==> src/logic/scr_pkg.sv <==
// shared constants and types of the serial cable replacement port
package scr_pkg;

	// system clock
	localparam int unsigned CLK_HZ = 125_000_000;
	localparam int unsigned CLK_PERIOD_NS = 8;

	// fixed serial settings of the host port
	localparam int unsigned CFG_BAUD = 38400;
	localparam int unsigned DATA_BITS = 8;
	localparam int unsigned STOP_BITS = 1;
	localparam int unsigned DIV_W = 12;
	// one bit time in clock cycles, rounded down (3255 at 125 MHz)
	localparam logic [DIV_W-1:0] BAUD_DIV = DIV_W'(CLK_HZ / CFG_BAUD);
	localparam logic [2:0] LAST_BIT = 3'(DATA_BITS - 1);

	// buffering of host-to-link bytes
	localparam int unsigned FIFO_DEPTH = 8;
	localparam int unsigned BYTE_W = 8;

	// voice sample width of the synchronous channel
	localparam int unsigned VOICE_W = 16;

	// handshake lines: bit 0 ring, 1 terminal ready, 2 carrier, 3 set ready (pins 4 to 7)
	localparam int unsigned HS_PIN_BASE = 4;
	localparam int unsigned HS_LINES = 4;
	// lines that the port drives in terminal role
	localparam logic [HS_LINES-1:0] HS_TERM_OUT = 4'h2;

	// serial engine states
	typedef enum logic [1:0] {
		SCR_IDLE,
		SCR_START,
		SCR_DATA,
		SCR_STOP
	} scr_ser_t;

endpackage

==> src/logic/scr_fifo.sv <==
// byte buffer with valid/ready on both sides
`timescale 1ns/100ps
`default_nettype none
module scr_fifo #(
	parameter int unsigned WIDTH = scr_pkg::BYTE_W,
	parameter int unsigned DEPTH = scr_pkg::FIFO_DEPTH
) (
	// clock
	input wire logic sys_clk,
	input wire logic sys_rst,
	input wire logic ce,
	// fill side
	input wire logic in_valid,
	input wire logic [WIDTH-1:0] in_data,
	output logic in_ready,
	// drain side
	output logic out_valid,
	output logic [WIDTH-1:0] out_data,
	input wire logic out_ready
);
	localparam int unsigned AW = (DEPTH > 1) ? $clog2(DEPTH) : 1;
	localparam logic [AW-1:0] LAST = AW'(DEPTH - 1);
	localparam logic [AW:0] FULL = (AW + 1)'(DEPTH);

	typedef struct packed {
		logic [DEPTH-1:0][WIDTH-1:0] mem;
		logic [AW-1:0] wp;
		logic [AW-1:0] rp;
		logic [AW:0] cnt;
	} scr_fifo_st_t;

	scr_fifo_st_t r;
	scr_fifo_st_t n;
	logic push;
	logic pop;

	assign in_ready = ce && (r.cnt != FULL);
	assign out_valid = ce && (r.cnt != '0);
	assign out_data = r.mem[r.rp];
	assign push = in_valid && in_ready;
	assign pop = out_valid && out_ready;

	always_comb begin
		n = r;
		if (push) begin
			n.mem[r.wp] = in_data;
			n.wp = (r.wp == LAST) ? '0 : r.wp + 1'b1;
		end
		if (pop) begin
			n.rp = (r.rp == LAST) ? '0 : r.rp + 1'b1;
		end
		// simultaneous push and pop leaves the count alone
		if (push && !pop) begin
			n.cnt = r.cnt + 1'b1;
		end else if (pop && !push) begin
			n.cnt = r.cnt - 1'b1;
		end
	end

	always_ff @(posedge sys_clk) begin
		if (sys_rst) begin
			r <= '0;
		end else if (ce) begin
			r <= n;
		end
	end
endmodule
`default_nettype wire

==> src/logic/scr_port.sv <==
// host side of the wireless serial cable replacement: serial port, link pins, voice and handshake lines
//
// Notes on behaviour
// - one asynchronous data channel and one synchronous voice channel, both full duplex
// - with a link, host bytes and voice pass unchanged to peer and back
// - after reset data passes as soon as a link exists, no setup needed
// - configuration bytes are only taken while no link exists
// - serial port carries configuration without link, payload with link
// - request-to-send is an active-low output, clear-to-send an active-low input
// - disconnect request high tears down the link and refuses new ones
// - link-up output low without link, high once a link is established
// - point-to-point only: a second link is never accepted
// - four handshake lines on pins 4 to 7, active high, role selectable
// - terminal role: ring, carrier, set-ready in, terminal-ready out; modem reversed
// - handshake levels travel to the peer apart from the data channel
// - fixed 38400 baud, 8 data bits, no parity, 1 stop bit, flow control
// - host command mode may only be entered while no link exists
`timescale 1ns/100ps
`default_nettype none
module scr_port #(
	parameter logic [scr_pkg::DIV_W-1:0] CLKS_PER_BIT = scr_pkg::BAUD_DIV,
	parameter int unsigned VW = scr_pkg::VOICE_W,
	parameter int unsigned FIFO_DEPTH = scr_pkg::FIFO_DEPTH
) (
	// clock and reset
	input wire logic sys_clk,
	input wire logic sys_rst,
	input wire logic ce,
	// host serial port
	input wire logic host_rxd,
	output logic host_txd,
	output logic host_rts_n,
	input wire logic host_cts_n,
	output logic host_overrun,
	output logic host_frame_err,
	// link status pins
	input wire logic disc_req,
	output logic link_up,
	// emulated handshake pins
	input wire logic hs_role_modem,
	input wire logic [scr_pkg::HS_LINES-1:0] hs_pin_i,
	output logic [scr_pkg::HS_LINES-1:0] hs_pin_o,
	output logic [scr_pkg::HS_LINES-1:0] hs_pin_oe,
	// host command mode
	input wire logic cmd_mode_req,
	input wire logic cmd_mode_exit,
	output logic host_command_mode,
	// configuration byte stream to and from the command interpreter
	output logic [7:0] cfg_rx_data,
	output logic cfg_rx_valid,
	input wire logic cfg_rx_ready,
	input wire logic [7:0] cfg_tx_data,
	input wire logic cfg_tx_valid,
	output logic cfg_tx_ready,
	// radio link control
	input wire logic radio_link,
	output logic radio_accept,
	output logic radio_drop,
	// payload towards the peer
	output logic [7:0] peer_tx_data,
	output logic peer_tx_valid,
	input wire logic peer_tx_ready,
	// payload from the peer
	input wire logic [7:0] peer_rx_data,
	input wire logic peer_rx_valid,
	output logic peer_rx_ready,
	// voice samples
	input wire logic [VW-1:0] host_vo_in,
	input wire logic host_vo_in_valid,
	output logic [VW-1:0] host_vo_out,
	output logic host_vo_out_valid,
	output logic [VW-1:0] peer_vo_out,
	output logic peer_vo_out_valid,
	input wire logic [VW-1:0] peer_vo_in,
	input wire logic peer_vo_in_valid,
	// handshake levels to and from the peer
	output logic [scr_pkg::HS_LINES-1:0] peer_hs_out,
	input wire logic [scr_pkg::HS_LINES-1:0] peer_hs_in
);
	localparam int unsigned DW = scr_pkg::DIV_W;
	localparam logic [DW-1:0] BIT_END = CLKS_PER_BIT - 1'b1;
	localparam logic [DW-1:0] HALF_BIT = CLKS_PER_BIT >> 1;

	typedef struct packed {
		logic link;
		logic cmd_mode;
		logic drop;
		logic allow;
		scr_pkg::scr_ser_t tx_st;
		logic [DW-1:0] tx_div;
		logic [2:0] tx_bit;
		logic [7:0] tx_sh;
		logic tx_low;
		scr_pkg::scr_ser_t rx_st;
		logic [DW-1:0] rx_div;
		logic [2:0] rx_bit;
		logic [7:0] rx_sh;
		logic rx_vld;
		logic ovr;
		logic ferr;
		logic [VW-1:0] vo_to_peer;
		logic vo_to_peer_v;
		logic [VW-1:0] vo_to_host;
		logic vo_to_host_v;
		logic [scr_pkg::HS_LINES-1:0] hs_to_peer;
		logic [scr_pkg::HS_LINES-1:0] hs_to_host;
	} scr_st_t;

	scr_st_t r;
	scr_st_t n;
	logic fifo_in_ready;
	logic fifo_out_valid;
	logic fifo_out_ready;
	logic [7:0] fifo_out_data;
	logic tx_free;
	logic tx_take;
	logic tx_tick;
	logic rx_tick;
	logic [scr_pkg::HS_LINES-1:0] hs_dir;

	// received bytes wait here; a full buffer stops the host through request-to-send
	scr_fifo #(
		.WIDTH(scr_pkg::BYTE_W),
		.DEPTH(FIFO_DEPTH)
	) u_rx_fifo (
		.sys_clk(sys_clk),
		.sys_rst(sys_rst),
		.ce(ce),
		.in_valid(r.rx_vld),
		.in_data(r.rx_sh),
		.in_ready(fifo_in_ready),
		.out_valid(fifo_out_valid),
		.out_data(fifo_out_data),
		.out_ready(fifo_out_ready)
	);

	assign host_rts_n = !fifo_in_ready;

	// byte routing depends only on link state, no setup step needed
	assign peer_tx_valid = fifo_out_valid && r.link;
	assign cfg_rx_valid = fifo_out_valid && !r.link;
	assign peer_tx_data = fifo_out_data;
	assign cfg_rx_data = fifo_out_data;
	assign fifo_out_ready = r.link ? peer_tx_ready : cfg_rx_ready;

	// a character only starts while clear-to-send is asserted
	assign tx_free = ce && (r.tx_st == scr_pkg::SCR_IDLE) && !host_cts_n;
	assign peer_rx_ready = tx_free && r.link;
	assign cfg_tx_ready = tx_free && !r.link;
	assign tx_take = r.link ? (peer_rx_valid && peer_rx_ready) : (cfg_tx_valid && cfg_tx_ready);
	assign tx_tick = (r.tx_div == BIT_END);
	assign rx_tick = (r.rx_div == BIT_END);

	assign host_txd = !r.tx_low;
	assign host_overrun = r.ovr;
	assign host_frame_err = r.ferr;
	assign link_up = r.link;
	assign host_command_mode = r.cmd_mode;
	assign radio_accept = r.allow;
	assign radio_drop = r.drop;
	assign peer_vo_out = r.vo_to_peer;
	assign peer_vo_out_valid = r.vo_to_peer_v;
	assign host_vo_out = r.vo_to_host;
	assign host_vo_out_valid = r.vo_to_host_v;
	assign peer_hs_out = r.hs_to_peer;

	// direction per handshake line: the role flips every line
	for (genvar i = 0; i < scr_pkg::HS_LINES; i++) begin : g_hs
		assign hs_dir[i] = hs_role_modem ^ scr_pkg::HS_TERM_OUT[i];
		assign hs_pin_oe[i] = hs_dir[i];
		assign hs_pin_o[i] = r.hs_to_host[i] && hs_dir[i];
	end

	always_comb begin
		n = r;
		n.rx_vld = 1'b0;
		n.ferr = 1'b0;
		// a completed byte that meets a full buffer is lost and flagged
		n.ovr = r.rx_vld && !fifo_in_ready;

		n.link = radio_link;
		n.drop = disc_req && radio_link;
		// never offer a second link while one is up
		n.allow = !disc_req && !radio_link;
		if (radio_link) begin
			n.cmd_mode = 1'b0;
		end else if (cmd_mode_req) begin
			n.cmd_mode = 1'b1;
		end else if (cmd_mode_exit) begin
			n.cmd_mode = 1'b0;
		end

		// transmitter
		if (r.tx_st != scr_pkg::SCR_IDLE) begin
			n.tx_div = tx_tick ? '0 : r.tx_div + 1'b1;
		end
		unique case (r.tx_st)
			scr_pkg::SCR_IDLE: begin
				if (tx_take) begin
					n.tx_st = scr_pkg::SCR_START;
					n.tx_low = 1'b1;
					n.tx_div = '0;
					n.tx_sh = r.link ? peer_rx_data : cfg_tx_data;
				end
			end
			scr_pkg::SCR_START: begin
				if (tx_tick) begin
					n.tx_st = scr_pkg::SCR_DATA;
					n.tx_bit = '0;
					n.tx_low = !r.tx_sh[0];
					n.tx_sh = r.tx_sh >> 1;
				end
			end
			scr_pkg::SCR_DATA: begin
				if (tx_tick) begin
					if (r.tx_bit == scr_pkg::LAST_BIT) begin
						n.tx_st = scr_pkg::SCR_STOP;
						n.tx_low = 1'b0;
					end else begin
						n.tx_bit = r.tx_bit + 1'b1;
						n.tx_low = !r.tx_sh[0];
						n.tx_sh = r.tx_sh >> 1;
					end
				end
			end
			scr_pkg::SCR_STOP: begin
				if (tx_tick) begin
					n.tx_st = scr_pkg::SCR_IDLE;
				end
			end
		endcase

		// receiver: start bit checked at its middle, later bits sampled a full bit apart
		if (r.rx_st != scr_pkg::SCR_IDLE) begin
			n.rx_div = r.rx_div + 1'b1;
		end
		unique case (r.rx_st)
			scr_pkg::SCR_IDLE: begin
				if (!host_rxd) begin
					n.rx_st = scr_pkg::SCR_START;
					n.rx_div = '0;
				end
			end
			scr_pkg::SCR_START: begin
				if (r.rx_div == HALF_BIT) begin
					// a glitch shorter than half a bit is not a character
					n.rx_st = host_rxd ? scr_pkg::SCR_IDLE : scr_pkg::SCR_DATA;
					n.rx_div = '0;
					n.rx_bit = '0;
				end
			end
			scr_pkg::SCR_DATA: begin
				if (rx_tick) begin
					n.rx_div = '0;
					n.rx_sh = {host_rxd, r.rx_sh[7:1]};
					if (r.rx_bit == scr_pkg::LAST_BIT) begin
						n.rx_st = scr_pkg::SCR_STOP;
					end else begin
						n.rx_bit = r.rx_bit + 1'b1;
					end
				end
			end
			scr_pkg::SCR_STOP: begin
				if (rx_tick) begin
					n.rx_div = '0;
					n.rx_st = scr_pkg::SCR_IDLE;
					n.rx_vld = host_rxd;
					n.ferr = !host_rxd;
				end
			end
		endcase

		// voice runs beside the data channel, both directions
		n.vo_to_peer_v = host_vo_in_valid && r.link;
		if (host_vo_in_valid) begin
			n.vo_to_peer = host_vo_in;
		end
		n.vo_to_host_v = peer_vo_in_valid && r.link;
		if (peer_vo_in_valid) begin
			n.vo_to_host = peer_vo_in;
		end

		// handshake levels bypass the byte path entirely
		n.hs_to_peer = hs_pin_i & ~hs_dir;
		n.hs_to_host = r.link ? peer_hs_in : '0;
	end

	always_ff @(posedge sys_clk) begin
		if (sys_rst) begin
			r <= '0;
		end else if (ce) begin
			r <= n;
		end
	end
endmodule
`default_nettype wire

==> config.mk <==
export PLATFORM = sky130hd
export DESIGN_NAME = scr_port
export DESIGN_NICKNAME = d
export VERILOG_FILES = /design/src/logic/scr_pkg.sv /design/src/logic/scr_fifo.sv /design/src/logic/scr_port.sv
export SDC_FILE = /design/constraint.sdc
export NUM_CORES = 1
export LEC_CHECK = 0
export ABC_CLOCK_PERIOD_IN_PS = 4400
export BUFFER_PORTS_ARGS = -buffer_cell sky130_fd_sc_hd__buf_2
export CAP_MARGIN = 30
export CORE_AREA = 8 8 133 135
export DETAILED_ROUTE_END_ITERATION = 10
export DIE_AREA = 0 0 141 143
export HOLD_SLACK_MARGIN = 0.03
export PLACE_DENSITY = 0.83
export SLEW_MARGIN = 0
export SYNTH_ARGS = -nofsm -noshare
export SYNTH_HDL_FRONTEND = slang
export SYNTH_SLANG_ARGS = --single-unit
==> constraint.sdc <==
create_clock -name sys_clk -period 4.4 [get_ports sys_clk]
set_input_delay 0 -clock sys_clk [delete_from_list [all_inputs] [get_ports sys_clk]]
set_output_delay 0 -clock sys_clk [all_outputs]
set_load 0.03 [all_outputs]
# Yosys cells after proc, flatten, opt, wreduce, memory -nomap -nowiden
# Index checks and enable logic that the tools add are counted.
[totals] output_inout_bits=74 regBits=174 input_bits=72 word_cells=176
[op_classes] magnitude_cmp=3 add_sub_neg=8 n_reduce_logical=57 n_eq_ne=26 n_bitwise=3 mux=46
[ops] cell="2-to-1 mux 12 bit" count=6
[ops] cell="bitwise mux 64 bit" count=1
[ops] cell="one-hot mux 14 bit (4 select lines)" count=1
[ops] cell="2-to-1 mux 14 bit" count=3
[ops] cell="one-hot mux 9 bit (3 select lines)" count=1
[ops] cell="2-to-1 mux 25 bit" count=1
[ops] cell="adder 12 x 1 -> 12 bit (second input constant)" count=2
[ops] cell="binary-select mux 8 bit (select 3 bit)" count=1
[ops] cell="demux 8 bit (select 3 bit)" count=1
[ops] cell="== test 12 bit (second input constant)" count=2
[ops] cell="logical AND 1 bit" count=24
[ops] cell="2-to-1 mux 8 bit" count=3
[ops] cell="!= test 2 bit (second input constant)" count=12
[ops] cell="AND reduction 6 bit" count=3
[ops] cell="2-to-1 mux 17 bit" count=1
[ops] cell="AND reduction 5 bit" count=3
[ops] cell="adder 3 x 1 -> 3 bit (second input constant)" count=4
[ops] cell="== test 12 x 11 -> 1 bit (second input constant)" count=1
[ops] cell="== test 3 bit (second input constant)" count=4
[ops] cell="2-to-1 mux 2 bit" count=6
[ops] cell="2-to-1 mux 4 bit" count=3
[ops] cell="one-hot mux 3 bit (2 select lines)" count=2
[ops] cell="AND reduction 2 bit" count=6
[ops] cell="2-to-1 mux 11 bit" count=1
[ops] cell="20 further kinds" count=51

# Longest topological paths before layout
[logic_depth] word_depth=8 ltp_mapped=13 ltp_nobuf=12

# Modules after synthesis
# Synthesis repeated with hierarchy kept, for this count alone.
[unflattened] cells_unflattened=903 area_unflattened_um2=8353.0
[by_module_without_submodules] mod="scr_port" cells_each=594 area_per_inst_um2=4921.0 seq_area_each_um2=2001.9 instances=1
[by_module_without_submodules] mod="scr_fifo" cells_each=309 area_per_inst_um2=3432.0 seq_area_each_um2=1481.4 instances=1

# Least setup slack after synthesis
# OpenSTA, ideal clock, no wires.
[synth_timing] kind="flip-flop to flip-flop" start="register r (netlist bit link_up)" end="register u_rx_fifo.r[3] (netlist name)" path_stages_with_launch=13 setup_ns=0.116 slack_ns=1.048 required_ns=4.284 t_arrival_ns=3.236 synth_period_minus_slack_ns=3.352 cell_sequence="dfxtp_1 buf_1 nor3_1 a22o_1 inv_1 ha_1 inv_1 ha_1 a21o_1 a21oi_1 xnor2_1 a21oi_1 a31o_2"
[synth_between] elab_chain_len=6 elab_cells_between_ends=8 classes_between="2 x mux; 6 x reduce/logical"
[synth_lines] element="start: declaration" line="scr_port.sv:109" source="scr_st_t r;"
[synth_lines] element="start signal: assignment" line="scr_port.sv:292" source="r <= n;"
[synth_lines] element="2-to-1 mux 1 bit *" line="scr_port.sv:144" source="assign fifo_out_ready = r.link ? peer_tx_ready : cfg_rx_ready;"
[synth_lines] element="logical AND 1 bit *" line="scr_fifo.sv:41" source="assign pop = out_valid && out_ready;"
[synth_lines] element="zero test 1 bit" line="scr_fifo.sv:53" source="if (push && !pop) begin"
[synth_lines] element="logical AND 1 bit" line="scr_fifo.sv:53"
[synth_lines] element="nonzero test 2 bit (no source line)"
[synth_lines] element="AND reduction 2 bit (no source line)"
[synth_lines] element="end signal: assignment" line="scr_fifo.sv:64" source="r <= n;"
[synth_lines] element="end: declaration" line="scr_fifo.sv:32" source="scr_fifo_st_t r;"
# Every way passes the cells marked *; elsewhere a longest branch is shown, timed or not.
# A chain may end at the register's enable or synchronous reset.

# Worst setup path in the final report
[layout_timing] start="register u_rx_fifo.r[0] (netlist name)" end="register u_rx_fifo.r[3] (netlist name)"
[layout_between] elab_chain_len=7 elab_cells_between_ends=16 classes_between="2 x add/sub; 1 x eq/ne; 2 x mux; 11 x reduce/logical"
[layout_lines] element="!= test 4 bit or nonzero test 4 bit (tied branches)" line="scr_fifo.sv:37, scr_fifo.sv:38"
[layout_lines] element="logical AND 1 bit, on equally long branches" line="scr_fifo.sv:37, scr_fifo.sv:38"
[layout_lines] element="logical AND 1 bit, on equally long branches" line="scr_fifo.sv:40, scr_fifo.sv:41"
[layout_lines] element="zero test 1 bit, on equally long branches" line="scr_fifo.sv:55, scr_fifo.sv:53"
[layout_lines] element="logical AND 1 bit, on equally long branches" line="scr_fifo.sv:55, scr_fifo.sv:53"
[layout_lines] element="nonzero test 2 bit (no source line)"
[layout_lines] element="AND reduction 2 bit (no source line)"
# Parallel ways exist; a longest one is shown, timed or not. The select of a mux whose other input is x is not followed.

==> metrics.txt <==
Least-Margin Pin Slew 0.996 ns; Final Cycle Share between 60% and 70%; initial antenna violation count 0; die area roughly 20000 sq um; share of the synthesized area in the top cell type 41.5%; DP Worst Slack approximately 1.6 ns; Initial DRT Pass Iterations 5; GRT overflow 0; I/O pins between 100 and 150; drt total wl 21600 um; row cnt 46; fin util 65.0%; CTS tree done; post-synth top area cell dfxtp_1; Top FF cell, synth dfxtp_1; Final GP Congestion approximately 0.86; CP Max Fanout 9; combinational family with the most area after synthesis simple AND/OR/NAND/NOR gates; Hold WC Path Type primary input to flip-flop; final worst setup slack ~1.5 ns; Worst Setup End Kind flip-flop; drt drc 0; Routed wire per std cell between 15 and 20 um; GR peak layer met2; Port-buffer cells 145; Max-Slew Margin vs Limit roughly a third; outcome completed; Final Hold Viols 0; Max-Cap Viols 0; required time worst endpoint roughly 4.7 ns; antenna diode count 0; area of the multi-input gates 4270 sq um; vias in the first global route about 7000; die height about 140 um; mux cell area share after synthesis 17.3%; worst skew pair latency 0.43 ns; first-pass GRT wire length about 35000 um; largest cells by area after synthesis dfxtp_1 41%, mux2i_1 12%, nor2_1 6.1%; power share of the clock group roughly 46%; Seq pwr share between 40% and 50%; Critical Path Start Type flip-flop; global routing usage on met2 between 30% and 40%; synthesis-stage register bit count ~170; Fin Setup TNS 0 ns; final net count 1133; CTS sink cnt 174; initial core utilization roughly 54%; Num CTS Buffers 17; Total GRT Usage 21.5%; endpoints failing setup 0; M1 GR Usage 25.1%; pwr dens 346 nW/um^2; number of synthesized flops with an enable pin 0; CTS max path bufs 2; syn_area_per_cell between 9 and 10 sq um; WS Path Type flip-flop to flip-flop; Lkg Pwr roughly 4.4 nW; share of cells above drive strength 1 22.3%; DP HPWL 13500 um; max-slew violation count 0; Final min period between 2 and 3 ns; register area share after synthesis ~41%; Sequential Area between 3000 and 4000 sq um; H-tree lvl count 4; post-synthesis compound-gate area fraction between 10% and 20%; Max Clk Rate approximately 350 MHz; Starting DRT DRC Count 470; Synth cell types 74; core footprint approximately 16000 sq um; vias per cell about 5.6; Internal Pwr Total around 2.6 mW; synthesized area around 8400 sq um; Post-synth ARST share 0%; Switching Fraction about a quarter; post-cts sizing count 0; M3 GR Usage about 5.5%; Syn. warnings 0; die width about 140 um; root buffer cell clkbuf_16; Routed Antenna Nets 0; arrival time at the worst endpoint around 3.2 ns; flop2flop setup slack about 1.5 ns; RSZ-0062 raised after global routing no; Layout area overhead 20.7%; combinational power share 8.4%; xor/xnor share of the synthesized area 0.626%; simple-gate share of the synthesized area about a fifth; largest net degree at the start of global routing slightly above 90; Sw Pwr between 0.8 and 0.9 mW; post-synthesis instance total roughly 900; Post-Synth Adder-Cell Area under 10%; skew final a little under 0.01 ns; fill cell count 1199; Clk pin slew, worst setup/hold paths about 0.070 ns; Worst IR Drop VDD approximately 0.30 mV; hold_ws 0.0443 ns; routed vias about 7000; syn_nets between 1000 and 1500
-- synthesized netlist by cell type (3+ instances only) --
master,n
a22oi_1,13
a21oi_1,60
nor3_1,11
nand3_1,12
and2_1,8
ha_1,20
a31o_2,3
nor4bb_1,3
o21ai_0,13
a31oi_1,7
buf_2,5
dfxtp_1,174
buf_4,49
clkbuf_1,43
o2bb2ai_1,7
xor2_1,3
mux2i_1,98
nor2_1,137
and3_1,3
mux4_2,16
xnor2_1,3
a211oi_1,4
mux2_2,10
nand3b_1,4
buf_1,6
nor2b_1,6
or3b_1,3
a21o_1,3
nand4_1,14
nand2_1,98
inv_1,17
nand3_2,3
-- final cells by class --
class / count / share of cell area, %
clock inverter: 15 / 1.98
clock buffer: 17 / 4.20
timing repair buffer: 215 / 14.0
multi-input combinational: 613 / 42.1
sequential: 174 / 34.4
tap: 216 / 2.67
inverter: 19 / 0.728
-- per-stage QoR --
step	instance area, sq um	power, mW	instances
after floorplan	8400	1.83	910
after global placement	8870	1.89	1174
after detailed placement	8890	1.89	1175
after CTS	10100	3.51	1269
after global routing	10100	3.63	1269
final	10100	3.50	1269
-- flip-flops by register name (all words and copies together) (netlist names) --
| name | count |
|---|---|
| host_overrun | 1 |
| u_rx_fifo.r | 74 |
| radio_drop | 1 |
| host_vo_out_valid | 1 |
| peer_vo_out_valid | 1 |
| host_command_mode | 1 |
| host_frame_err | 1 |
| r | 56 |
| peer_hs_out | 4 |
| radio_accept | 1 |
| peer_vo_out | 16 |
| host_vo_out | 16 |
| link_up | 1 |
-- logic make-up (layout without fill, tap and decap cells) --
kind of cell               Yosys count  count (layout)
DFF                                174             174
and+or+nand+nor                    330             330
adders and majority gates           21              21
AOI/OAI and AO/OA                  132             132
xor gates and xnor gates             6               6
buffers and inverters              123             266
muxes                              124             124
-- critical path, cell delays in order, from the launching register on --
cell     delay (ns)
dfxtp_1        0.37
or4b_1         0.60
nand3_2        0.28
inv_4          0.10
ha_1           0.21
inv_1          0.14
ha_1           0.25
a21o_1         0.17
a21oi_1        0.16
xnor2_1        0.16
a21oi_1        0.09
a31o_2         0.22
-- routing by layer --
layer,vias to the layer above,routed length (um)
li1,3396,-
met1,3433,9300
met2,275,10200
met3,41,1550
met4,0,527
met5,-,0
-- cell usage in the layout, fill, tap and decap left out, types with 17 or more instances in the layout --
master,synthesis,final
dfxtp_1,174,174
ha_1,20,20
dlygate4sd3_1,0,62
a21oi_1,60,60
nor2_1,137,137
mux2i_1,98,98
inv_1,17,17
clkbuf_16,0,17
buf_2,5,144
nand2_1,98,98
-- power groups by stage --
stage | logic [mW] | registers (mW) | clock network, mW
2_1_floorplan | 0.178 | 1.65 | 0
3_3_place_gp | 0.238 | 1.65 | 0
3_5_place_dp | 0.240 | 1.65 | 0
4_1_cts | 0.286 | 1.61 | 1.61
5_1_grt | 0.318 | 1.62 | 1.69
6_report | 0.294 | 1.62 | 1.59
-- what timing repair did --
action / 4_1_cts / 5_1_grt
setup endpoints to repair: 0 / 0
endpoints found under the hold margin: 56 / 0
hold buffers: 62 / 0
setup buffers: 0 / 0
-- final timing paths --
check / start / to / depth (start not counted)
worst max-delay path: u_rx_fifo.r[0] / u_rx_fifo.r[3] / 11
worst min-delay path: peer_rx_data[6] / r[77] / 5
worst max register to register: u_rx_fifo.r[0] / u_rx_fifo.r[3] / 11
worst min register to register: host_vo_out[2] / host_vo_out[2] / 2
Power figures use the tool's default switching activity.
